`src/pkg/pcrs_pkg.sv`:
```
// shared constants for the fetch pointer and return stack block
package pcrs_pkg;
    localparam int PCRS_PC_W       = 21;              // fetch pointer width
    localparam int PCRS_SP_W       = 5;               // stack pointer width
    localparam int PCRS_DEPTH      = 31;              // stack entries
    localparam logic [20:0] PCRS_PC_RST   = 21'h000000;
    localparam logic [4:0]  PCRS_SP_RST   = 5'h00;
    localparam logic [4:0]  PCRS_SP_FULL  = 5'h1f;
    localparam logic [20:0] PCRS_PC_STEP  = 21'h000002; // one instruction word
    localparam logic [20:0] PCRS_VEC_HIGH = 21'h000008; // high priority vector
    localparam logic [20:0] PCRS_VEC_LOW  = 21'h000018; // low priority vector
    localparam int PCRS_LOW_LSB    = 0;               // forced-zero bit
    localparam int PCRS_HIGH_LSB   = 8;               // high byte position
    localparam int PCRS_UPPER_LSB  = 16;              // upper byte position
    localparam int PCRS_UPPER_W    = 5;               // upper byte width
endpackage : pcrs_pkg

```
`src/design/pcrs_stack_ram.sv`:
```
// return stack storage: 31 entries, entry 0 has no storage behind it
`timescale 1ns/1ns
module pcrs_stack_ram
    import pcrs_pkg::*;
#(
    parameter int DEPTH = PCRS_DEPTH,
    parameter int AW    = PCRS_SP_W,
    parameter int DW    = PCRS_PC_W
) (
    input  wire logic          clk,     // core clock
    input  wire logic          wr_en,   // write strobe
    input  wire logic [AW-1:0] wr_addr, // write index
    input  wire logic [DW-1:0] wr_data, // value written
    input  wire logic [AW-1:0] rd_addr, // read index
    output logic      [DW-1:0] rd_data  // value at read index, zero at 0
);
    logic [DW-1:0] mem [1:DEPTH];

    // index zero is only a reset value, so writes there are dropped
    always_ff @(posedge clk) begin
        if (wr_en && wr_addr != '0) begin
            mem[wr_addr] <= wr_data;
        end
    end

    assign rd_data = (rd_addr == '0) ? '0 : mem[rd_addr];
endmodule : pcrs_stack_ram

```
`src/design/pcrs_core.sv`:
```
// fetch pointer, byte latches and hardware return stack of the core
//
// Overview of operation
// - fetch pointer is 21 bits over low, high and upper bytes
// - low byte read/write; high byte changes only via its latch
// - upper byte bits 20:16 change only via its latch
// - writing the low byte loads both latches into the pointer
// - reading the low byte copies high and upper bytes into latches
// - bit 0 of the fetch pointer is always zero
// - pointer is a byte address, advancing by two per instruction
// - jumps, calls and branches load pointer directly, no latch transfer
// - stack is 31 entries of 21 bits with a 5-bit pointer
// - push on call, relative call, interrupt; pop on the three returns
// - with extended set, add/subtract-and-unlink also pop
// - calls and returns leave both latches unchanged
// - push increments pointer then writes address of next instruction on a call, current pointer on an interrupt
// - pop loads pointer from top entry, then decrements
// - stack pointer zero after reset, entry zero has no storage
// - status shows stack full, overflow and underflow
// - software reads and writes stack pointer and top entry
// - only the addressed entry is visible as upper, high, low bytes
// - interrupt wake with an enable set pushes and loads the vector
`timescale 1ns/1ns
module pcrs_core
    import pcrs_pkg::*;
#(
    parameter int PC_W  = PCRS_PC_W,
    parameter int SP_W  = PCRS_SP_W,
    parameter int DEPTH = PCRS_DEPTH
) (
    input  wire logic            clk,             // core clock, 20 MHz
    input  wire logic            rst_b,           // async reset, active low
    // sequencer commands, one-cycle strobes
    input  wire logic            advance,         // sequential instruction
    input  wire logic            direct_load,     // jump, call or branch
    input  wire logic [PC_W-1:0] direct_target,   // target of direct load
    input  wire logic            call_push,       // call or relative call
    input  wire logic            irq_ack,         // interrupt acknowledge
    input  wire logic            irq_high,        // 1 high vector, 0 low
    input  wire logic            wake_irq,        // wake-up by interrupt
    input  wire logic            low_priority_global_enable,  // enable low
    input  wire logic            high_priority_global_enable, // enable high
    input  wire logic            ret_pop,         // return / literal / irq
    input  wire logic            unlink_pop,      // add or subtract unlink
    input  wire logic            ext_set_en,      // extended set enabled
    // special function register access, one-cycle strobes
    input  wire logic            low_byte_wr,     // write low byte
    input  wire logic            low_byte_rd,     // read low byte
    input  wire logic            high_latch_wr,   // write high latch
    input  wire logic            upper_latch_wr,  // write upper latch
    input  wire logic            sp_wr,           // write stack pointer
    input  wire logic            tos_upper_wr,    // write top upper byte
    input  wire logic            tos_high_wr,     // write top high byte
    input  wire logic            tos_low_wr,      // write top low byte
    input  wire logic            flag_clr,        // clear sticky flags
    input  wire logic [7:0]      wr_data,         // byte being written
    // state shown to software and sequencer
    output logic [PC_W-1:0]      instr_fetch_pointer,    // fetch address
    output logic [7:0]           fetch_pointer_low_byte, // readable low byte
    output logic [7:0]           high_byte_latch,        // high latch
    output logic [7:0]           upper_byte_latch,       // upper latch
    output logic [SP_W-1:0]      return_stack_pointer,   // stack pointer
    output logic [7:0]           top_entry_upper_byte,   // top bits 20:16
    output logic [7:0]           top_entry_high_byte,    // top bits 15:8
    output logic [7:0]           top_entry_low_byte,     // top bits 7:0
    output logic                 stack_full,             // pointer at 31
    output logic                 stack_overflow,         // sticky overflow
    output logic                 stack_underflow         // sticky underflow
);
    // machine state kept only to show which kind of step happened last
    typedef enum logic [3:0] {
        PCRS_IDLE = 4'b0001,
        PCRS_PUSH = 4'b0010,
        PCRS_POP  = 4'b0100,
        PCRS_LOAD = 4'b1000
    } pcrs_step_e;

    pcrs_step_e      step;
    pcrs_step_e      next_step;
    logic [PC_W-1:0] pc;
    logic [PC_W-1:0] next_pc;
    logic [7:0]      lat_high;
    logic [7:0]      lat_upper;
    logic [SP_W-1:0] sp;
    logic [SP_W-1:0] next_sp;
    logic            ovf;
    logic            unf;
    logic [PC_W-1:0] top_stack_entry;

    // command decode
    wire wake_vec   = wake_irq &&
        (low_priority_global_enable || high_priority_global_enable);
    wire push_req   = call_push || irq_ack || wake_vec;
    wire pop_req    = ret_pop || (unlink_pop && ext_set_en);
    wire at_full    = (sp == PCRS_SP_FULL);
    wire at_empty   = (sp == PCRS_SP_RST);
    wire push_ok    = push_req && !at_full;
    wire pop_ok     = pop_req && !at_empty;
    wire [PC_W-1:0] next_instr = pc + PCRS_PC_STEP;
    wire [PC_W-1:0] vector     = irq_high ? PCRS_VEC_HIGH : PCRS_VEC_LOW;
    wire [SP_W-1:0] sp_inc     = sp + 5'h01;
    wire [SP_W-1:0] sp_dec     = sp - 5'h01;

    // latch contents assembled as a full pointer for a low byte write
    wire [PC_W-1:0] latched_pc = {lat_upper[PCRS_UPPER_W-1:0], lat_high,
                                  wr_data};

    // top entry write: merge one byte into the addressed entry
    wire tos_wr = tos_upper_wr || tos_high_wr || tos_low_wr;
    wire [PC_W-1:0] tos_merged = {
        tos_upper_wr ? wr_data[PCRS_UPPER_W-1:0]
                     : top_stack_entry[PC_W-1:PCRS_UPPER_LSB],
        tos_high_wr  ? wr_data : top_stack_entry[PCRS_UPPER_LSB-1:PCRS_HIGH_LSB],
        tos_low_wr   ? wr_data : top_stack_entry[PCRS_HIGH_LSB-1:0]};

    // stack write port: a push stores the return address at sp+1
    // software byte writes lose to any push or pop in the same cycle
    wire            ram_we    = push_ok
                              || (tos_wr && !push_req && !pop_req);
    wire [SP_W-1:0] ram_waddr = push_ok ? sp_inc : sp;
    wire [PC_W-1:0] ram_wdata = push_ok ? (call_push ? next_instr : pc)
                                        : tos_merged;

    pcrs_stack_ram #(
        .DEPTH (DEPTH),
        .AW    (SP_W),
        .DW    (PC_W)
    ) u_ram (
        .clk     (clk),
        .wr_en   (ram_we),
        .wr_addr (ram_waddr),
        .wr_data (ram_wdata),
        .rd_addr (sp),
        .rd_data (top_stack_entry)
    );

    // next fetch pointer and step, priority: pop, push, direct, low write
    always_comb begin
        next_pc   = pc;
        next_step = PCRS_IDLE;
        if (pop_req) begin
            next_pc   = pop_ok ? top_stack_entry : PCRS_PC_RST;
            next_step = PCRS_POP;
        end else if (push_req) begin
            next_pc   = (irq_ack || wake_vec) ? vector : direct_target;
            next_step = PCRS_PUSH;
        end else if (direct_load) begin
            next_pc   = direct_target;
            next_step = PCRS_LOAD;
        end else if (low_byte_wr) begin
            next_pc   = latched_pc;
            next_step = PCRS_LOAD;
        end else if (advance) begin
            next_pc   = next_instr;
        end
        next_pc[PCRS_LOW_LSB] = 1'b0;
    end

    // next stack pointer: software write loses to hardware push or pop
    always_comb begin
        next_sp = sp;
        case (1'b1)
            push_ok: next_sp = sp_inc;
            pop_ok:  next_sp = sp_dec;
            sp_wr && !push_req && !pop_req:
                     next_sp = wr_data[SP_W-1:0];
            default: next_sp = sp;
        endcase
    end

    // fetch pointer, pointer and step registers
    always_ff @(posedge clk or negedge rst_b) begin
        if (!rst_b) begin
            pc   <= PCRS_PC_RST;
            sp   <= PCRS_SP_RST;
            step <= PCRS_IDLE;
        end else begin
            pc   <= next_pc;
            sp   <= next_sp;
            step <= next_step;
        end
    end

    // latches: calls and returns never touch them
    always_ff @(posedge clk or negedge rst_b) begin
        if (!rst_b) begin
            lat_high  <= 8'h00;
            lat_upper <= 8'h00;
        end else if (low_byte_rd) begin
            lat_high  <= pc[PCRS_UPPER_LSB-1:PCRS_HIGH_LSB];
            lat_upper <= {3'h0, pc[PC_W-1:PCRS_UPPER_LSB]};
        end else begin
            if (high_latch_wr) begin
                lat_high <= wr_data;
            end
            if (upper_latch_wr) begin
                lat_upper <= wr_data;
            end
        end
    end

    // sticky flags: a new event wins over a clear in the same cycle
    always_ff @(posedge clk or negedge rst_b) begin
        if (!rst_b) begin
            ovf <= 1'b0;
            unf <= 1'b0;
        end else begin
            ovf <= (push_req && at_full) || (ovf && !flag_clr);
            unf <= (pop_req && at_empty) || (unf && !flag_clr);
        end
    end

    // software sees the pointer and top entry through byte views
    assign instr_fetch_pointer    = pc;
    assign fetch_pointer_low_byte = pc[PCRS_HIGH_LSB-1:0];
    assign high_byte_latch        = lat_high;
    assign upper_byte_latch       = lat_upper;
    assign return_stack_pointer   = sp;
    assign top_entry_upper_byte   = {3'h0, top_stack_entry[PC_W-1:PCRS_UPPER_LSB]};
    assign top_entry_high_byte    = top_stack_entry[PCRS_UPPER_LSB-1:PCRS_HIGH_LSB];
    assign top_entry_low_byte     = top_stack_entry[PCRS_HIGH_LSB-1:0];
    assign stack_full             = at_full;
    assign stack_overflow         = ovf;
    assign stack_underflow        = unf;
    // note: software must mask interrupts around stack edits
endmodule : pcrs_core

```
`config.mk`:
```
export PLATFORM = sky130hd
export DESIGN_NAME = pcrs_core
export DESIGN_NICKNAME = d
export VERILOG_FILES = /design/src/pkg/pcrs_pkg.sv /design/src/design/pcrs_stack_ram.sv /design/src/design/pcrs_core.sv
export SDC_FILE = /design/constraint.sdc
export NUM_CORES = 1
export LEC_CHECK = 0
export BUFFER_PORTS_ARGS = -buffer_cell sky130_fd_sc_hd__buf_4
export CAP_MARGIN = 20
export CORE_MARGIN = 8
export CORE_UTILIZATION = 55
export DETAILED_ROUTE_END_ITERATION = 16
export PLACE_DENSITY = 0.75
export SYNTH_ARGS = -nofsm -noshare
export SYNTH_HDL_FRONTEND = slang
export SYNTH_SLANG_ARGS = --single-unit
```
`constraint.sdc`:
```
create_clock -name clk -period 3.9 [get_ports clk]
set_input_delay 0.195 -clock clk [delete_from_list [all_inputs] [get_ports clk]]
set_output_delay 0.195 -clock clk [all_outputs]
set_load 0.02 [all_outputs]
```
# Yosys cells after proc, flatten, opt, wreduce, memory -nomap -nowiden

Memory sizes are Yosys's and may differ from the RTL's.
Cells that the tools add are included.

$add $sub $neg: 3
Muxes and demuxes: 24
Equal/unequal tests: 1
Reductions and logical operators: 34

Operators with widths:

| cell                                                               | count |
|---|---|
| 21-bit two-way mux                                                 | 10 |
| 8-bit two-way mux                                                  | 6 |
| 5-bit two-way mux                                                  | 6 |
| 21-bit by 2-bit adder with 21-bit output, second input constant    | 1 |
| 1-bit logical AND                                                  | 13 |
| 1-bit logical OR                                                   | 10 |
| 5-bit nonzero test                                                 | 2 |
| 5-bit by 1-bit adder with 5-bit output, second input constant      | 1 |
| 5-bit == test, second input constant                               | 1 |
| 1-bit logical NOT                                                  | 5 |
| 5-bit logical NOT                                                  | 1 |
| 5-bit by 1-bit subtractor with 5-bit output, second input constant | 1 |
| 2-bit nonzero test                                                 | 2 |
| 3-bit nonzero test                                                 | 1 |
| 1-bit two-way mux                                                  | 2 |

Output and inout bits: 77
Bits in writable memories: 651
Memories kept: 1
Register bits: 43
Word-level logic and storage cells: 69

Memories:

| memory    | depth | width | read ports | clocked after Yosys merged registers in | wr ports | line                 | source |
|---|---|---|---|---|---|---|---|
| u_ram.mem | 31    | 21    | 1          | 0                                       | 1        | pcrs_stack_ram.sv:17 | `logic [DW-1:0] mem [1:DEPTH];` |

# Logic depth before layout (Yosys ltp)

Depth in word-level cells: 10
Depth in mapped cells: 13
Mapped depth without buffers: 9

# Modules after synthesis

A second synthesis with hierarchy kept.

Cells, all modules: 1,688
Area, all modules: 29,148.0 µm²

Modules (own cells, without submodules):

| module         | cells an instance | seq. area each (µm²) | area each (µm²) | instances |
|---|---|---|---|---|
| pcrs_stack_ram | 1,167             | 19,548.7             | 25,147.9        | 1 |
| pcrs_core      | 521               | 1,076.0              | 4,000.1         | 1 |

# Worst setup path after synthesis

OpenSTA, ideal clock, no wires.

Path type: register to register
From: register sp[3], in the netlist return_stack_pointer[3]
To: memory u_ram.mem[10][12] (netlist name), data pin
Arrival time: 3.801 ns
Cell stages (with the launch flop): 11
Buffers on the path: 4
Setup slack: -0.361 ns
Cells stage by stage: dfrtp_1 clkbuf_1 clkbuf_1 clkbuf_1 and3_1 ha_1 inv_1 o31ai_1 clkbuf_1 nand2b_1 o31ai_1

Cells in the longest elaborated chain, start to end: 4
Elaborated cells on any way between the ends: 8

RTL lines:

| item                     | line                 | source |
|---|---|---|
| start: declaration       | pcrs_core.sv:84      | `logic [SP_W-1:0] sp;` |
| start signal: assignment | pcrs_core.sv:179     | `sp <= next_sp;` |
| 5-bit == test            | pcrs_core.sv:95      | `wire at_full = (sp == PCRS_SP_FULL);` |
| net stack_full           | pcrs_core.sv:66      | `output logic stack_full,` |
| 1-bit logical NOT        | pcrs_core.sv:97      | `wire push_ok = push_req && !at_full;` |
| 1-bit logical AND        | pcrs_core.sv:97      |  |
| 21-bit two-way mux       | pcrs_core.sv:121     | `wire [PC_W-1:0] ram_wdata = push_ok ? (call_push ? next_instr : pc)` |
| net ram_wdata[12]        | pcrs_core.sv:121     |  |
| end: declaration         | pcrs_stack_ram.sv:17 |  |

The timed path passes the listed nets, and every way through them passes these cells.

# Final worst setup path

From: register sp[0], in the netlist return_stack_pointer[0]
To: output port top_entry_high_byte[7]

Cells in the longest elaborated chain, start to end: 2
Elaborated cells on any way between the ends: 3

RTL lines:

| item                                                           | line                 | source |
|---|---|---|
| memory 31 x 21 bit / 5-bit logical NOT (equally long branches) | -                    |  |
| 21-bit two-way mux (*)                                         | pcrs_stack_ram.sv:26 | `assign rd_data = (rd_addr == '0) ? '0 : mem[rd_addr];` |
| end: declaration                                               | pcrs_core.sv:64      | `output logic [7:0] top_entry_high_byte,` |

Mark *: on every way between the ends. The rest lies on a longest branch, timed or not.

==> results.ini <==
[die]
initial_utilization_pct = 55.8
die-height_microns = 247
fp.dieW_microns = 247
die-area_sq_mm = 0.0610
placement_rows = 84
design.portCount = 128
placeable_area_sq_mm = 0.0527

[global_routing]
maximum_number_of_pins_on_one_net_before_global_route_repair = 61
grtUsageTotal_pct = 24.7
grt_pass1_wl_microns = 113000
grt_antenna_before_repair = 1
grt_pass1_vias = 17800
grt_overflow = 0

[clock_network]
clock_latency_ns = 0.61
cts_tree = built
cts_max_path_buffers = 3
post_cts_setup_buffers = 0
clock_sinks = 694
htree_num_levels = 3
cts_made_buffers = 68
root_buffer = sky130_fd_sc_hd__clkbuf_16
ctsResizeCount = 0
cts.reportedPaths.clkPinSlew_ns = 0.06

[sta]
finalHoldViolCount = 0
finalSetupViolCount = 0
slew_viol_final = 0
timing_worst_slew_pin_value_ns = 1.03
timing.final.ws_setup_ns = 0.131
fin_crit_sh_pct = 96.6
rsz0062_at_grt = false
finalCriticalPeriod_ns = 3.77
slew-limit-headroom_pct = 31.4
fmax_mhz = 265
clock_skew_ns = 0.0217

[synth]
synthTopCellsByArea = sky130_fd_sc_hd__edfxtp_1 67%, sky130_fd_sc_hd__mux4_2 8.3%, sky130_fd_sc_hd__dfrtp_1 3.7%
post_synth_most_frequent_cells = 651 x sky130_fd_sc_hd__edfxtp_1, 123 x sky130_fd_sc_hd__nand2_1, 108 x sky130_fd_sc_hd__mux4_2, 106 x sky130_fd_sc_hd__nor2_1, 102 x sky130_fd_sc_hd__mux2i_1
postSynth.topFlopCell = sky130_fd_sc_hd__edfxtp_1
yosysTopAreaCell = sky130_fd_sc_hd__edfxtp_1
asyncSetResetFlopFracSynth_pct = 6.20
post-synth-top-count-cell = sky130_fd_sc_hd__edfxtp_1
ys.warnings.count = 0
post_synthesis_register_bit_count = 694
synth_top_area_share_pct = 66.6
synth_edf_count = 651
synth.avg_cell_area_sq_um = 16.4
ys_seq_area_share_pct = 70.3
post_synth_inst_count = 1794
synth_cell_types = 75
post_synth_instance_area_sq_mm = 0.0294

[drt]
antenna_left = 0
route.detailed.vias_per_inst = 6.50
initial_drc_count = 2512
wl_per_cell_microns = 27.9
number_of_detailed_routing_iterations_run_before_antenna_repair = 7
vias = 17900
detail_route.wirelength_microns = 76600
drc = 0

[worst_setup_path]
critical_path.endpoint_type = output port
worst_setup_path_start_kind = register
critical_path.max_fanout = 33
setup.worst_path.class = reg -> out
worstSetupStartpoint = return_stack_pointer[0]
cp_data_required_time_ns = 3.70
timing.critical_path.arrival_ns = 3.57
r2r_start = return_stack_pointer[0]

[power_and_ir_drop]
power_mw = 28.7
powerDensity_mw_per_mm2 = 841
leakagePower_nw = 11.8
power.ir.vdd_worst_v = 0.000405

[worst_hold_path]
worst_min_delay_path_category = in -> reg
hold_path.startpoint = wr_data[3]

[cells_and_area]
finish.utilization_pct = 64.9
fillerInstances = 3499
drive_above_1_share_pct = 26.4
finalNetCount = 2062
layoutNonFillerInstCount = 2747
post-route-cell-area_sq_mm = 0.0342
area.growth.synth_to_final_pct = 16.3

[placed_design]
place_worst_setup_slack_ns = 0.224
placedCellCount = 2594
placed_area_sq_mm = 0.0317
dpl.hpwl_microns = 49000
routability_cong = 0.923
io_buffer_count = 121

[outcome]
outcome = complete, no violations

[job]
maxCapViolCount = 0

[final timing paths]
path                                           end  slack, ns  cells after the start
max                         top_entry_high_byte[7]       0.13                      8
min                             high_byte_latch[3]       0.03                      3
max reg2reg                       u_ram.mem[16][1]       0.20                      9
min reg2reg                         stack_overflow       0.56                      2
max in group asynchronous  return_stack_pointer[2]       3.26                      2
min in group asynchronous   instr_fetch_pointer[2]       0.16                      2
[where the power goes]
part	total, mW	switching, mW	internal, mW
logic	11.4	7.14	4.26
clock network	6.24	2.71	3.53
registers	11.1	0.628	10.5
total	28.7	10.5	18.3
[critical path, stage by stage (launching register included)]
cell and delay, ns:
sky130_fd_sc_hd__dfrtp_4 0.63, sky130_fd_sc_hd__buf_12 0.31, sky130_fd_sc_hd__mux4_2 0.54, sky130_fd_sc_hd__mux2i_1 0.34
sky130_fd_sc_hd__o32ai_1 0.24, sky130_fd_sc_hd__a311oi_2 0.44, sky130_fd_sc_hd__buf_4 0.21, sky130_fd_sc_hd__nor2_1 0.06
sky130_fd_sc_hd__buf_4 0.16
[stage by stage]
step                hold slack (ns)  setup TNS (ns)
finish                       0.0268               0
CTS                         0.00274               0
floorplan                    -0.101          -34.16
detailed placement            0.250               0
global route                 0.0272               0
global placement              0.244               0
[what timing repair did]
item | 4_1_cts | 5_1_grt
endpoints found under the hold margin | 68 | 0
endpoints found under the setup margin | 0 | 0
hold buffers | 21 | 0
[routing by layer]
layer | GRT usage, % | up-vias | wire (microns)
met4 | 9.06 | 0 | 2430
met1 | 33.6 | 9029 | 29600
met3 | 5.05 | 183 | 8130
li1 | - | 7550 | -
met2 | 39.6 | 1099 | 36400
met5 | 0 | - | 0
[logic make-up (layout without fill, tap and decap cells)]
| group | count (synthesis) | in the layout | share of synthesized area (%) |
|---|---|---|---|
| DFF | 694 | 694 | 70.3 |
| buffers and inverters | 148 | 408 | 2.82 |
| muxes | 239 | 239 | 12.9 |
| and+or+nand+nor | 350 | 350 | 5.40 |
| other | 1 | 6 | 0.0128 |
| xor gates and xnor gates | 37 | 37 | 1.10 |
| adders and majority gates | 4 | 4 | 0.170 |
| AOI/OAI and AO/OA | 321 | 321 | 7.37 |
[area by class of cell]
class	instances	area [sq um]	share of cell area (%)
flip-flops and latches	694	20600	60.4
repair buffers	268	2340	6.86
well taps	688	861	2.52
multi-input cells	956	8130	23.8
diodes	1	2.50	0.00733
clock buffers	82	1820	5.32
inverters	19	71.3	0.209
clock inverters	39	289	0.846
[sequential cells by signal, summed over array words and instances (netlist names)]
signal / count
stack_underflow: 1
u_ram.mem: 651
stack_overflow: 1
upper_byte_latch: 8
return_stack_pointer: 5
instr_fetch_pointer: 20
high_byte_latch: 8
[cells in the final DEF, fill, tap and decap left out, types with 42 or more instances in the layout]
cell / count
sky130_fd_sc_hd__mux2i_1: 102
sky130_fd_sc_hd__nand2_1: 123
sky130_fd_sc_hd__a21oi_1: 70
sky130_fd_sc_hd__edfxtp_1: 651
sky130_fd_sc_hd__nand3_1: 42
sky130_fd_sc_hd__buf_4: 222
sky130_fd_sc_hd__mux4_2: 108
sky130_fd_sc_hd__nor2_1: 75
sky130_fd_sc_hd__o21ai_0: 58
sky130_fd_sc_hd__clkbuf_16: 71
No activity file was read; power rests on OpenSTA's default activity.
